`src/shared/status_groups_consts.vh`:
```
// Constants for the two-group status event filter block.
`ifndef STATUS_GROUPS_CONSTS_VH
`define STATUS_GROUPS_CONSTS_VH

// Register selectors on the host command port.
`define SEL_ACT_COND      4'h0
`define SEL_ACT_EVENT     4'h1
`define SEL_ACT_MASK      4'h2
`define SEL_ACT_RISE      4'h3
`define SEL_ACT_FALL      4'h4
`define SEL_FLT_COND      4'h8
`define SEL_FLT_EVENT     4'h9
`define SEL_FLT_MASK      4'ha
`define SEL_FLT_RISE      4'hb
`define SEL_FLT_FALL      4'hc

// Preset and reset values.
`define RISE_PRESET       16'h7fff
`define FALL_PRESET       16'h0000
`define MASK_PRESET       16'h0000

// Defined bits of each group.
`define ACT_DEFINED       16'h1f21
`define FLT_DEFINED       16'h573b

// Activity group bit positions.
`define ACT_CALIBRATING   0
`define ACT_AWAIT_TRIG    5
`define ACT_VOLT_REG      8
`define ACT_AUX_VOLT_REG  9
`define ACT_CURR_REG      10
`define ACT_NEG_CURR_REG  11
`define ACT_AUX_CURR_REG  12

// Fault group bit positions.
`define FLT_EXCESS_VOLT   0
`define FLT_EXCESS_CURR   1
`define FLT_LOCAL_KEY     3
`define FLT_OVERTEMP      4
`define FLT_SENSE_OPEN    5
`define FLT_AUX_UNREG     8
`define FLT_INHIBIT       9
`define FLT_OUT_UNREG     10
`define FLT_AUX_EXCESS_I  12
`define FLT_MEAS_OVERRNG  14

// Summary bit positions in the status byte.
`define SUM_FAULT_BIT     3
`define SUM_ACTIVITY_BIT  7

`endif

```
`src/rtl/status_group.v`:
```
// One status group: condition, transition filters, latched events, mask.
`timescale 1ns/100ps
`default_nettype none
`include "status_groups_consts.vh"

module status_group #(
    parameter        WIDTH   = 16,
    parameter [15:0] DEFINED = 16'hffff
) (
    input  wire             clock_i,       // System clock.
    input  wire             rst_n_i,       // Asynchronous reset, active low.
    input  wire             preset_i,      // Status preset pulse.
    input  wire [WIDTH-1:0] cond_i,        // Live condition bits.
    input  wire             wr_mask_i,     // Write strobe for the mask.
    input  wire             wr_rise_i,     // Write strobe for rising filter.
    input  wire             wr_fall_i,     // Write strobe for falling filter.
    input  wire [WIDTH-1:0] wdata_i,       // Write data.
    input  wire             rd_event_i,    // Clearing read of the event latch.
    output wire [WIDTH-1:0] cond_o,        // Masked live condition.
    output reg  [WIDTH-1:0] event_o,       // Latched event bits.
    output reg  [WIDTH-1:0] mask_o,        // Summary enable mask.
    output reg  [WIDTH-1:0] rise_o,        // Rising-edge filter.
    output reg  [WIDTH-1:0] fall_o,        // Falling-edge filter.
    output wire             summary_o      // OR of enabled events.
);
    reg  [WIDTH-1:0] cond_prev;
    wire [WIDTH-1:0] cond_live;
    wire [WIDTH-1:0] edge_hit;
    wire [WIDTH-1:0] next_event;

    assign cond_live = cond_i & DEFINED[WIDTH-1:0];
    assign cond_o    = cond_live;

    // Each bit passes rising and falling edges independently, so both or neither combine.
    assign edge_hit = (rise_o & cond_live & ~cond_prev)
                    | (fall_o & ~cond_live & cond_prev);

    // A new edge in the read cycle survives the clear.
    assign next_event = (rd_event_i ? {WIDTH{1'b0}} : event_o) | edge_hit;

    assign summary_o = |(event_o & mask_o);

    always @(posedge clock_i or negedge rst_n_i) begin
        if (!rst_n_i) begin
            cond_prev <= {WIDTH{1'b0}};
            event_o   <= {WIDTH{1'b0}};
            mask_o    <= `MASK_PRESET;
            rise_o    <= `RISE_PRESET;
            fall_o    <= `FALL_PRESET;
        end else begin
            cond_prev <= cond_live;
            event_o   <= next_event & DEFINED[WIDTH-1:0];
            if (preset_i) begin
                mask_o <= `MASK_PRESET;
                rise_o <= `RISE_PRESET;
                fall_o <= `FALL_PRESET;
            end else begin
                if (wr_mask_i)
                    mask_o <= wdata_i;
                if (wr_rise_i)
                    rise_o <= wdata_i;
                if (wr_fall_i)
                    fall_o <= wdata_i;
            end
        end
    end
endmodule

`default_nettype wire

```
`src/rtl/status_event_filter_groups.v`:
```
// Two-group status event filter with summary bits and host register access.
`timescale 1ns/100ps
`default_nettype none
`include "status_groups_consts.vh"

// Function
// - A falling-edge filter bit of 1 latches the event when its condition goes 1 to 0.
// - A rising-edge filter bit of 1 latches the event when its condition goes 0 to 1.
// - With both filter bits set, either direction of change latches the event.
// - With both filter bits clear, that event bit is never set.
// - Preset loads the falling filter with 0 and the rising filter with 32767 per group.
// - The event register is read-only and holds each latched bit until read.
// - Reading a group's event register returns it and then clears it.
// - The condition register is read-only and shows live status.
// - Status byte bit 3 is the OR of fault events enabled by the fault mask.
// - Fault bits: volt trip 0, curr trip 1, key 3, heat 4, sense 5, aux curr 12, overrange 14.
// - Fault bits: output unregulated 10, inhibit 9, aux output unregulated 8.
// - Filter registers are writable and read back exactly as written.
// - Status byte bit 7 is the OR of activity events enabled by the activity mask.
// - Activity bits: cal 0, trig wait 5, volt 8, aux volt 9, curr 10, neg 11, aux curr 12.
// - Preset sets rising filters and clears falling filters and masks in both groups.
module status_event_filter_groups (
    input  wire        clock_i,                        // System clock, 125 MHz.
    input  wire        rst_n_i,                        // Asynchronous reset, active low.
    input  wire        calibrating_i,                  // Computing calibration constants.
    input  wire        awaiting_trigger_i,             // Waiting for a trigger.
    input  wire        voltage_regulating_i,           // Main output in voltage regulation.
    input  wire        aux_voltage_regulating_i,       // Aux output in voltage regulation.
    input  wire        current_regulating_i,           // Main output in current regulation.
    input  wire        negative_current_regulating_i,  // Negative current regulation.
    input  wire        aux_current_regulating_i,       // Aux output in current regulation.
    input  wire        excess_voltage_trip_i,          // Excess-voltage protection tripped.
    input  wire        excess_current_trip_i,          // Excess-current protection tripped.
    input  wire        local_key_pressed_i,            // Local key pressed.
    input  wire        overtemperature_trip_i,         // Overtemperature tripped.
    input  wire        sense_lead_open_i,              // Open sense lead.
    input  wire        aux_output_not_regulated_i,     // Aux output unregulated.
    input  wire        external_inhibit_active_i,      // External inhibit active.
    input  wire        output_not_regulated_i,         // Main output unregulated.
    input  wire        aux_excess_current_trip_i,      // Aux excess-current tripped.
    input  wire        meas_overrange_i,               // Measurement overrange.
    input  wire        preset_i,                       // Status preset pulse.
    input  wire        wr_i,                           // Register write strobe.
    input  wire        rd_i,                           // Register read strobe.
    input  wire [3:0]  sel_i,                          // Register selector.
    input  wire [15:0] wdata_i,                        // Write data.
    output reg  [15:0] rdata_o,                        // Read data, valid the cycle after rd_i.
    output reg         rvalid_o,                       // Read data valid pulse.
    output reg         activity_summary_o,             // Status byte bit 7.
    output reg         fault_summary_o,                // Status byte bit 3.
    output reg  [7:0]  status_byte_o                   // Summary bits at their byte positions.
);
    wire [15:0] act_cond_in;
    wire [15:0] flt_cond_in;
    wire [15:0] act_cond;
    wire [15:0] act_event;
    wire [15:0] act_mask;
    wire [15:0] act_rise;
    wire [15:0] act_fall;
    wire [15:0] flt_cond;
    wire [15:0] flt_event;
    wire [15:0] flt_mask;
    wire [15:0] flt_rise;
    wire [15:0] flt_fall;
    wire        act_sum;
    wire        flt_sum;
    reg  [15:0] next_rdata;
    reg  [7:0]  next_status;

    function hit;
        input [3:0] sel;
        input [3:0] code;
        begin
            hit = (sel == code);
        end
    endfunction

    assign act_cond_in = {3'h0, aux_current_regulating_i, negative_current_regulating_i,
                          current_regulating_i, aux_voltage_regulating_i,
                          voltage_regulating_i, 2'h0, awaiting_trigger_i, 4'h0,
                          calibrating_i};

    assign flt_cond_in = {1'b0, meas_overrange_i, 1'b0, aux_excess_current_trip_i, 1'b0,
                          output_not_regulated_i, external_inhibit_active_i,
                          aux_output_not_regulated_i, 2'h0, sense_lead_open_i,
                          overtemperature_trip_i, local_key_pressed_i, 1'b0,
                          excess_current_trip_i, excess_voltage_trip_i};

    status_group #(.WIDTH(16), .DEFINED(`ACT_DEFINED)) activity_group (
        .clock_i    (clock_i),
        .rst_n_i    (rst_n_i),
        .preset_i   (preset_i),
        .cond_i     (act_cond_in),
        .wr_mask_i  (wr_i && hit(sel_i, `SEL_ACT_MASK)),
        .wr_rise_i  (wr_i && hit(sel_i, `SEL_ACT_RISE)),
        .wr_fall_i  (wr_i && hit(sel_i, `SEL_ACT_FALL)),
        .wdata_i    (wdata_i),
        .rd_event_i (rd_i && hit(sel_i, `SEL_ACT_EVENT)),
        .cond_o     (act_cond),
        .event_o    (act_event),
        .mask_o     (act_mask),
        .rise_o     (act_rise),
        .fall_o     (act_fall),
        .summary_o  (act_sum)
    );

    status_group #(.WIDTH(16), .DEFINED(`FLT_DEFINED)) fault_group (
        .clock_i    (clock_i),
        .rst_n_i    (rst_n_i),
        .preset_i   (preset_i),
        .cond_i     (flt_cond_in),
        .wr_mask_i  (wr_i && hit(sel_i, `SEL_FLT_MASK)),
        .wr_rise_i  (wr_i && hit(sel_i, `SEL_FLT_RISE)),
        .wr_fall_i  (wr_i && hit(sel_i, `SEL_FLT_FALL)),
        .wdata_i    (wdata_i),
        .rd_event_i (rd_i && hit(sel_i, `SEL_FLT_EVENT)),
        .cond_o     (flt_cond),
        .event_o    (flt_event),
        .mask_o     (flt_mask),
        .rise_o     (flt_rise),
        .fall_o     (flt_fall),
        .summary_o  (flt_sum)
    );

    // The event value is captured before the clear lands, so the read returns it whole.
    always @* begin
        case (sel_i)
            `SEL_ACT_COND:  next_rdata = act_cond;
            `SEL_ACT_EVENT: next_rdata = act_event;
            `SEL_ACT_MASK:  next_rdata = act_mask;
            `SEL_ACT_RISE:  next_rdata = act_rise;
            `SEL_ACT_FALL:  next_rdata = act_fall;
            `SEL_FLT_COND:  next_rdata = flt_cond;
            `SEL_FLT_EVENT: next_rdata = flt_event;
            `SEL_FLT_MASK:  next_rdata = flt_mask;
            `SEL_FLT_RISE:  next_rdata = flt_rise;
            `SEL_FLT_FALL:  next_rdata = flt_fall;
            default:        next_rdata = 16'h0000;
        endcase
    end

    always @* begin
        next_status = 8'h00;
        next_status[`SUM_FAULT_BIT]    = flt_sum;
        next_status[`SUM_ACTIVITY_BIT] = act_sum;
    end

    always @(posedge clock_i or negedge rst_n_i) begin
        if (!rst_n_i) begin
            rdata_o            <= 16'h0000;
            rvalid_o           <= 1'b0;
            activity_summary_o <= 1'b0;
            fault_summary_o    <= 1'b0;
            status_byte_o      <= 8'h00;
        end else begin
            rvalid_o           <= rd_i;
            if (rd_i)
                rdata_o <= next_rdata;
            activity_summary_o <= act_sum;
            fault_summary_o    <= flt_sum;
            status_byte_o      <= next_status;
        end
    end
endmodule

`default_nettype wire

```
`config.mk`:
```
export PLATFORM = sky130hd
export DESIGN_NAME = status_event_filter_groups
export DESIGN_NICKNAME = d
export VERILOG_FILES = /design/src/rtl/status_group.v /design/src/rtl/status_event_filter_groups.v
export VERILOG_INCLUDE_DIRS = /design/src /design/src/shared
export SDC_FILE = /design/constraint.sdc
export NUM_CORES = 1
export LEC_CHECK = 0
export ABC_CLOCK_PERIOD_IN_PS = 1300
export BUFFER_PORTS_ARGS = -buffer_cell sky130_fd_sc_hd__buf_2
export CAP_MARGIN = 20
export CORE_MARGIN = 2
export CORE_UTILIZATION = 42
export DETAILED_ROUTE_END_ITERATION = 7
export SLEW_MARGIN = 25
export SYNTH_ARGS = -nofsm -noshare
export SYNTH_HDL_FRONTEND = slang
export SYNTH_SLANG_ARGS = --single-unit
```
`constraint.sdc`:
```
create_clock -name clock_i -period 1.3 [get_ports clock_i]
set_input_delay 0.325 -clock clock_i [delete_from_list [all_inputs] [get_ports clock_i]]
set_output_delay 0.325 -clock clock_i [all_outputs]
set_load 0.05 [all_outputs]
```
; Word level (Yosys, flattened, before mapping)
; Cells that the tools add are included.
[word_totals]
latch_bits = 0
out_inout_bits = 27
ramBits = 0
wordCells = 74
rom_bits = 0
reg_bits = 151
inputBits = 42
mem_count = 0
[op_classes]
reduce_logical = 17
multipliers = 0
div = 0
addsub = 0
n_mux = 15
shift = 0
n_eq_ne = 9
magnitude_cmp = 0
bitwise = 18
[op_table]
columns = op, count
row1 = $mux 16, 12
row2 = $pmux 16 s10, 1
row3 = $and 15x15->15, 4
row4 = $and 13x13->13, 4
row5 = $reduce_or 16->1, 2
row6 = $not 15->15, 2
row7 = $or 15x15->15, 2
row8 = $not 13->13, 2
row9 = $or 13x13->13, 2
row10 = $eq 4x4->1 const B, 5
row11 = $and 13x16->16, 1
row12 = $and 15x16->16, 1
row13 = $mux 15, 1
row14 = $mux 13, 1
row15 = $reduce_bool 2->1, 6
row16 = $eq 4x2->1 const B, 2
row17 = $logic_and 1x1->1, 8
row18 = $eq 4x1->1 const B, 1
row19 = $eq 4x3->1 const B, 1
row20 = $logic_not 4->1, 1

; Logic depth before layout (Yosys ltp)
[logic_depth]
word_depth = 5
depth_mapped = 9
mapped_depth_nobuf = 5

; Modules after synthesis
; A second synthesis with hierarchy kept.
[hier_totals]
hier_cells = 751
hier_area_um2 = 8036.5
[by_module_without_submodules]
columns = mod, seq_area_each_um2, n_inst, area_each_um2, cells_each
row1 = status_group at fault_group, 1720.4, 1, 2975.4, 255
row2 = status_group at activity_group, 1570.3, 1, 2756.4, 228
row3 = status_event_filter_groups, 475.5, 1, 2304.7, 268

; Worst setup path before layout
; No wires, ideal clock.
[synth_timing]
kind = input to register
startpoint = in sel_i[0]
endpoint = reg rdata_o[15]
t_arrival_ps = 1437
setup_time_ps = 127
slack_ps = -264
t_required_ps = 1173
cell_stages = 5
path_cell_list = buf_6 > buf_6 > mux4_2 > a222oi_1 > o2bb2ai_1
[synth_between]
elab_chain_cells = 2
elab_cells_between_ends = 11
[synth_lines]
columns = item, line
row1 = "start, declared", status_event_filter_groups.v:45  ; input wire [3:0] sel_i,
row2 = "$eq 4x4->1, or another cell as far along", status_event_filter_groups.v:127  ; case (sel_i)
row3 = $pmux 16 s10 (*), status_event_filter_groups.v:127
row4 = "end signal, assigned", status_event_filter_groups.v:158  ; rdata_o <= next_rdata;
row5 = "end, declared", status_event_filter_groups.v:47  ; output reg [15:0] rdata_o,
; Mark *: on every way between the ends. The rest lies on a longest branch, timed or not.
; A chain may end at the register's enable or synchronous reset.

; Final worst setup path
[layout_timing]
startpoint = reg rdata_o[1]
endpoint = out rdata_o[1]
; No word-level cell between the ends.

==> flow_metrics.tcl <==
set metrics [dict create \
    outcome "finished, violations left" \
    violations "setup timing" \
    start_util_pct 43.0 \
    drc 0 \
    crit_slowest_cell "dfrtp_1" \
    nNetsFinal 884 \
    tightest_slew_ns 0.534 \
    grt_pass1_vias 6390 \
    grt_usage_pct 27.5 \
    ctsRootBufferMaster "clkbuf_16" \
    nFillCells 1382 \
    die_w_um 132 \
    grt_setup_unrepaired "yes" \
    synth_cell_types 46 \
    crit_buf_inv 1 \
    hpwl_um 16300 \
    cp.arrival_ns 1.05 \
    cts_max_path_buffers 2 \
    power_leakage_nw 4.02 \
    final_common_cell "nand2_1" \
    htree_levels 4 \
    rows 46 \
    dp.cells 1024 \
    fin_ws_ns -0.0791 \
    hold_class "in -> reg" \
    die_h_um 132 \
    slew_headroom_pct 64.4 \
    drtPass1Iterations 6 \
    hold_viol 0 \
    synth.avg_cell_area_um2 10.2 \
    clkTransAtPathRegs_ns 0.06 \
    n_antenna_cell 0 \
    clock_skew_ns 0.00787 \
    worstSetupPathType "reg -> out" \
    dieArea_mm2 0.0174 \
    drt_iter0_markers 590 \
    slew_violations 0 \
    fin_cells 1071 \
    ys_ff_latch 149 \
    end_kind "output port" \
    path_delay_family "flip-flops" \
    clk_latency_ns 0.43 \
    routedWlPerCell_um 21.6 \
    multiInputGateArea_mm2 0.00293 \
    syn_inst 671 \
    yosysSeqAreaShare_pct 54.9 \
    slowest_delay_ns 0.43 \
    cts.sinks 149 \
    vias_per_cell 5.82 \
    vias 6234 \
    yosys_warnings 0 \
    grt_first_pass_wirelength_um 36500 \
    grt_max_degree 44 \
    antenna_left 0 \
    drv_cap 0 \
    period_minus_slack_ns 1.38 \
    grt-ovfl-total 0 \
    setup_violations 24 \
    routabilityCongestion 0.939 \
    required_ns 0.98 \
    antenna_found_initial 0 \
    setup_tns_ns -0.637 \
    regArea_mm2 0.00377 \
    area_growth_pct 34.3 \
    post-place-ws_ns -0.566 \
    final_cell_mix "nand2_1 (177), dfrtp_1 (118), buf_4 (116)" \
    min_period_over_period_pct 106 \
    drive_gt1_share_pct 34.2 \
    power_density_mw_per_mm2 1250 \
    core-area_mm2 0.0159 \
    syn_area_mm2 0.00686 \
    fmax_mhz 725 \
    ios 69 \
    drt_wl_total_um 23100 \
    portBuffers 62 \
    start_kind "register" \
    cp_max_fo 2 \
    cts_tree "done" \
    vdd_ir_drop_max_mv 0.840 \
    crit_chain "buf_6" \
    cts_buffers 17 \
]
-- path summary, 6_finish.rpt --
path | start | end | slack [ns] | depth (start not counted)
worst max-delay path | rdata_o[1]$_DFFE_PN0P_ | rdata_o[1] | -0.08 | 1
worst min-delay path | local_key_pressed_i | fault_group.cond_prev[3]$_DFF_PN0_ | 0.05 | 1
worst max register to register | fault_group.mask_o[3]$_DFFE_PN0P_ | rdata_o[3]$_DFFE_PN0P_ | -0.08 | 4
worst min register to register | activity_group.cond_prev[0]$_DFF_PN0_ | activity_group.event_o[0]$_DFF_PN0_ | 0.48 | 1
max in group asynchronous | rst_n_i | fault_group.rise_o[14]$_DFFE_PN1P_ | 0.39 | 3
min in group asynchronous | rst_n_i | fault_group.cond_prev[10]$_DFF_PN0_ | 0.36 | 2
-- through the flow --
step                area, um2  utilization [%]  hold WS [ns]  total power [mW]
floorplan                7060                -        0.0294              5.68
global placement         8250             51.8         0.227              6.33
detailed placement       8250             51.8         0.229              6.35
CTS                      9080             56.9        0.0339              11.5
global route             9210             57.8        0.0401              11.9
finish                   9210             57.8        0.0515              11.5
-- per-layer routing --
layer	global-route usage (%)	wire (um)
met4	11.7	684
met1	37.0	9820
met5	0	0
met2	43.8	11000
met3	5.27	1560
-- cell usage after synthesis (all sizes together) --
| cell | number | area, um2 |
|---|---|---|
| nand4 | 1 | 6.26 |
| o22a | 30 | 263 |
| o221ai | 1 | 8.76 |
| o22ai | 3 | 18.8 |
| or2 | 1 | 6.26 |
| and3 | 6 | 37.5 |
| a221o | 2 | 20.0 |
| a31oi | 2 | 12.5 |
| nand3 | 8 | 40.0 |
| a32o | 1 | 10.0 |
| nor2 | 10 | 40.0 |
| buf | 30 | 204 |
| conb | 1 | 3.75 |
| and2 | 3 | 18.8 |
| a211oi | 1 | 7.51 |
| a22o | 14 | 123 |
| inv | 1 | 3.75 |
| o21ai | 9 | 45.0 |
| a222oi | 8 | 80.1 |
| and2b | 1 | 7.51 |
| nor2b | 8 | 50.1 |
| o211ai | 17 | 128 |
| nor4b | 1 | 23.8 |
| a21oi | 72 | 360 |
| a2bb2oi | 1 | 8.76 |
| nand3b | 19 | 143 |
| clkbuf | 19 | 76.3 |
| nand2b | 5 | 31.3 |
| o32ai | 4 | 35.0 |
| nand2 | 180 | 676 |
| nor3 | 4 | 25.0 |
| mux4 | 4 | 90.1 |
| mux2 | 5 | 56.3 |
| a22oi | 15 | 113 |
| dfstp | 30 | 788 |
| mux2i | 15 | 150 |
| a221oi | 7 | 61.3 |
| a21o | 3 | 22.5 |
| dfrtp | 119 | 2980 |
| o2bb2ai | 10 | 87.6 |
-- area by class of cell --
| type | instances | share of cell area, % |
|---|---|---|
| sequential | 149 | 40.9 |
| multi-input combinational | 477 | 31.8 |
| timing repair buffer | 196 | 17.7 |
| clock buffer | 18 | 4.66 |
| tap | 216 | 2.93 |
| clock inverter | 14 | 1.92 |
| inverter | 1 | 0.0408 |
-- report_power, final --
| group | switching, mW | internal [mW] | total [mW] | leakage, nW |
|---|---|---|---|---|
| sequential | 0.119 | 4.79 | 4.91 | 1.84 |
| clock | 2.04 | 3.04 | 5.08 | 0.291 |
| combinational | 0.903 | 0.622 | 1.53 | 1.88 |
| total | 3.06 | 8.46 | 11.5 | 4.02 |
-- sequential cells by signal (all words and copies together), names as in the netlist, 7 cells and up --
register / cells
activity_group.cond_prev: 7
activity_group.event_o: 7
activity_group.fall_o: 16
activity_group.mask_o: 16
activity_group.rise_o: 16
fault_group.cond_prev: 10
fault_group.event_o: 10
fault_group.fall_o: 16
fault_group.mask_o: 16
fault_group.rise_o: 16
rdata_o: 16
-- cell families after synthesis --
family | count (synthesis) | share of synthesized area (%)
AO/OA/AOI/OAI | 200 | 20.5
buffers and inverters | 50 | 4.14
flip-flops | 149 | 54.9
multiplexers | 24 | 4.32
other | 1 | 0.0547
AND/OR/NAND/NOR | 247 | 16.1
-- repair_timing --
| item | in CTS | in global routing |
|---|---|---|
| hold buffers | 1 | 0 |
| setup buffers | 8 | 7 |
| setup endpoints to repair | 52 | 97 |
| resized for setup | 47 | 28 |
| pin swaps | 2 | 7 |
| endpoints found under the hold margin | 20 | 0 |
(Power assumes the default switching activity.)
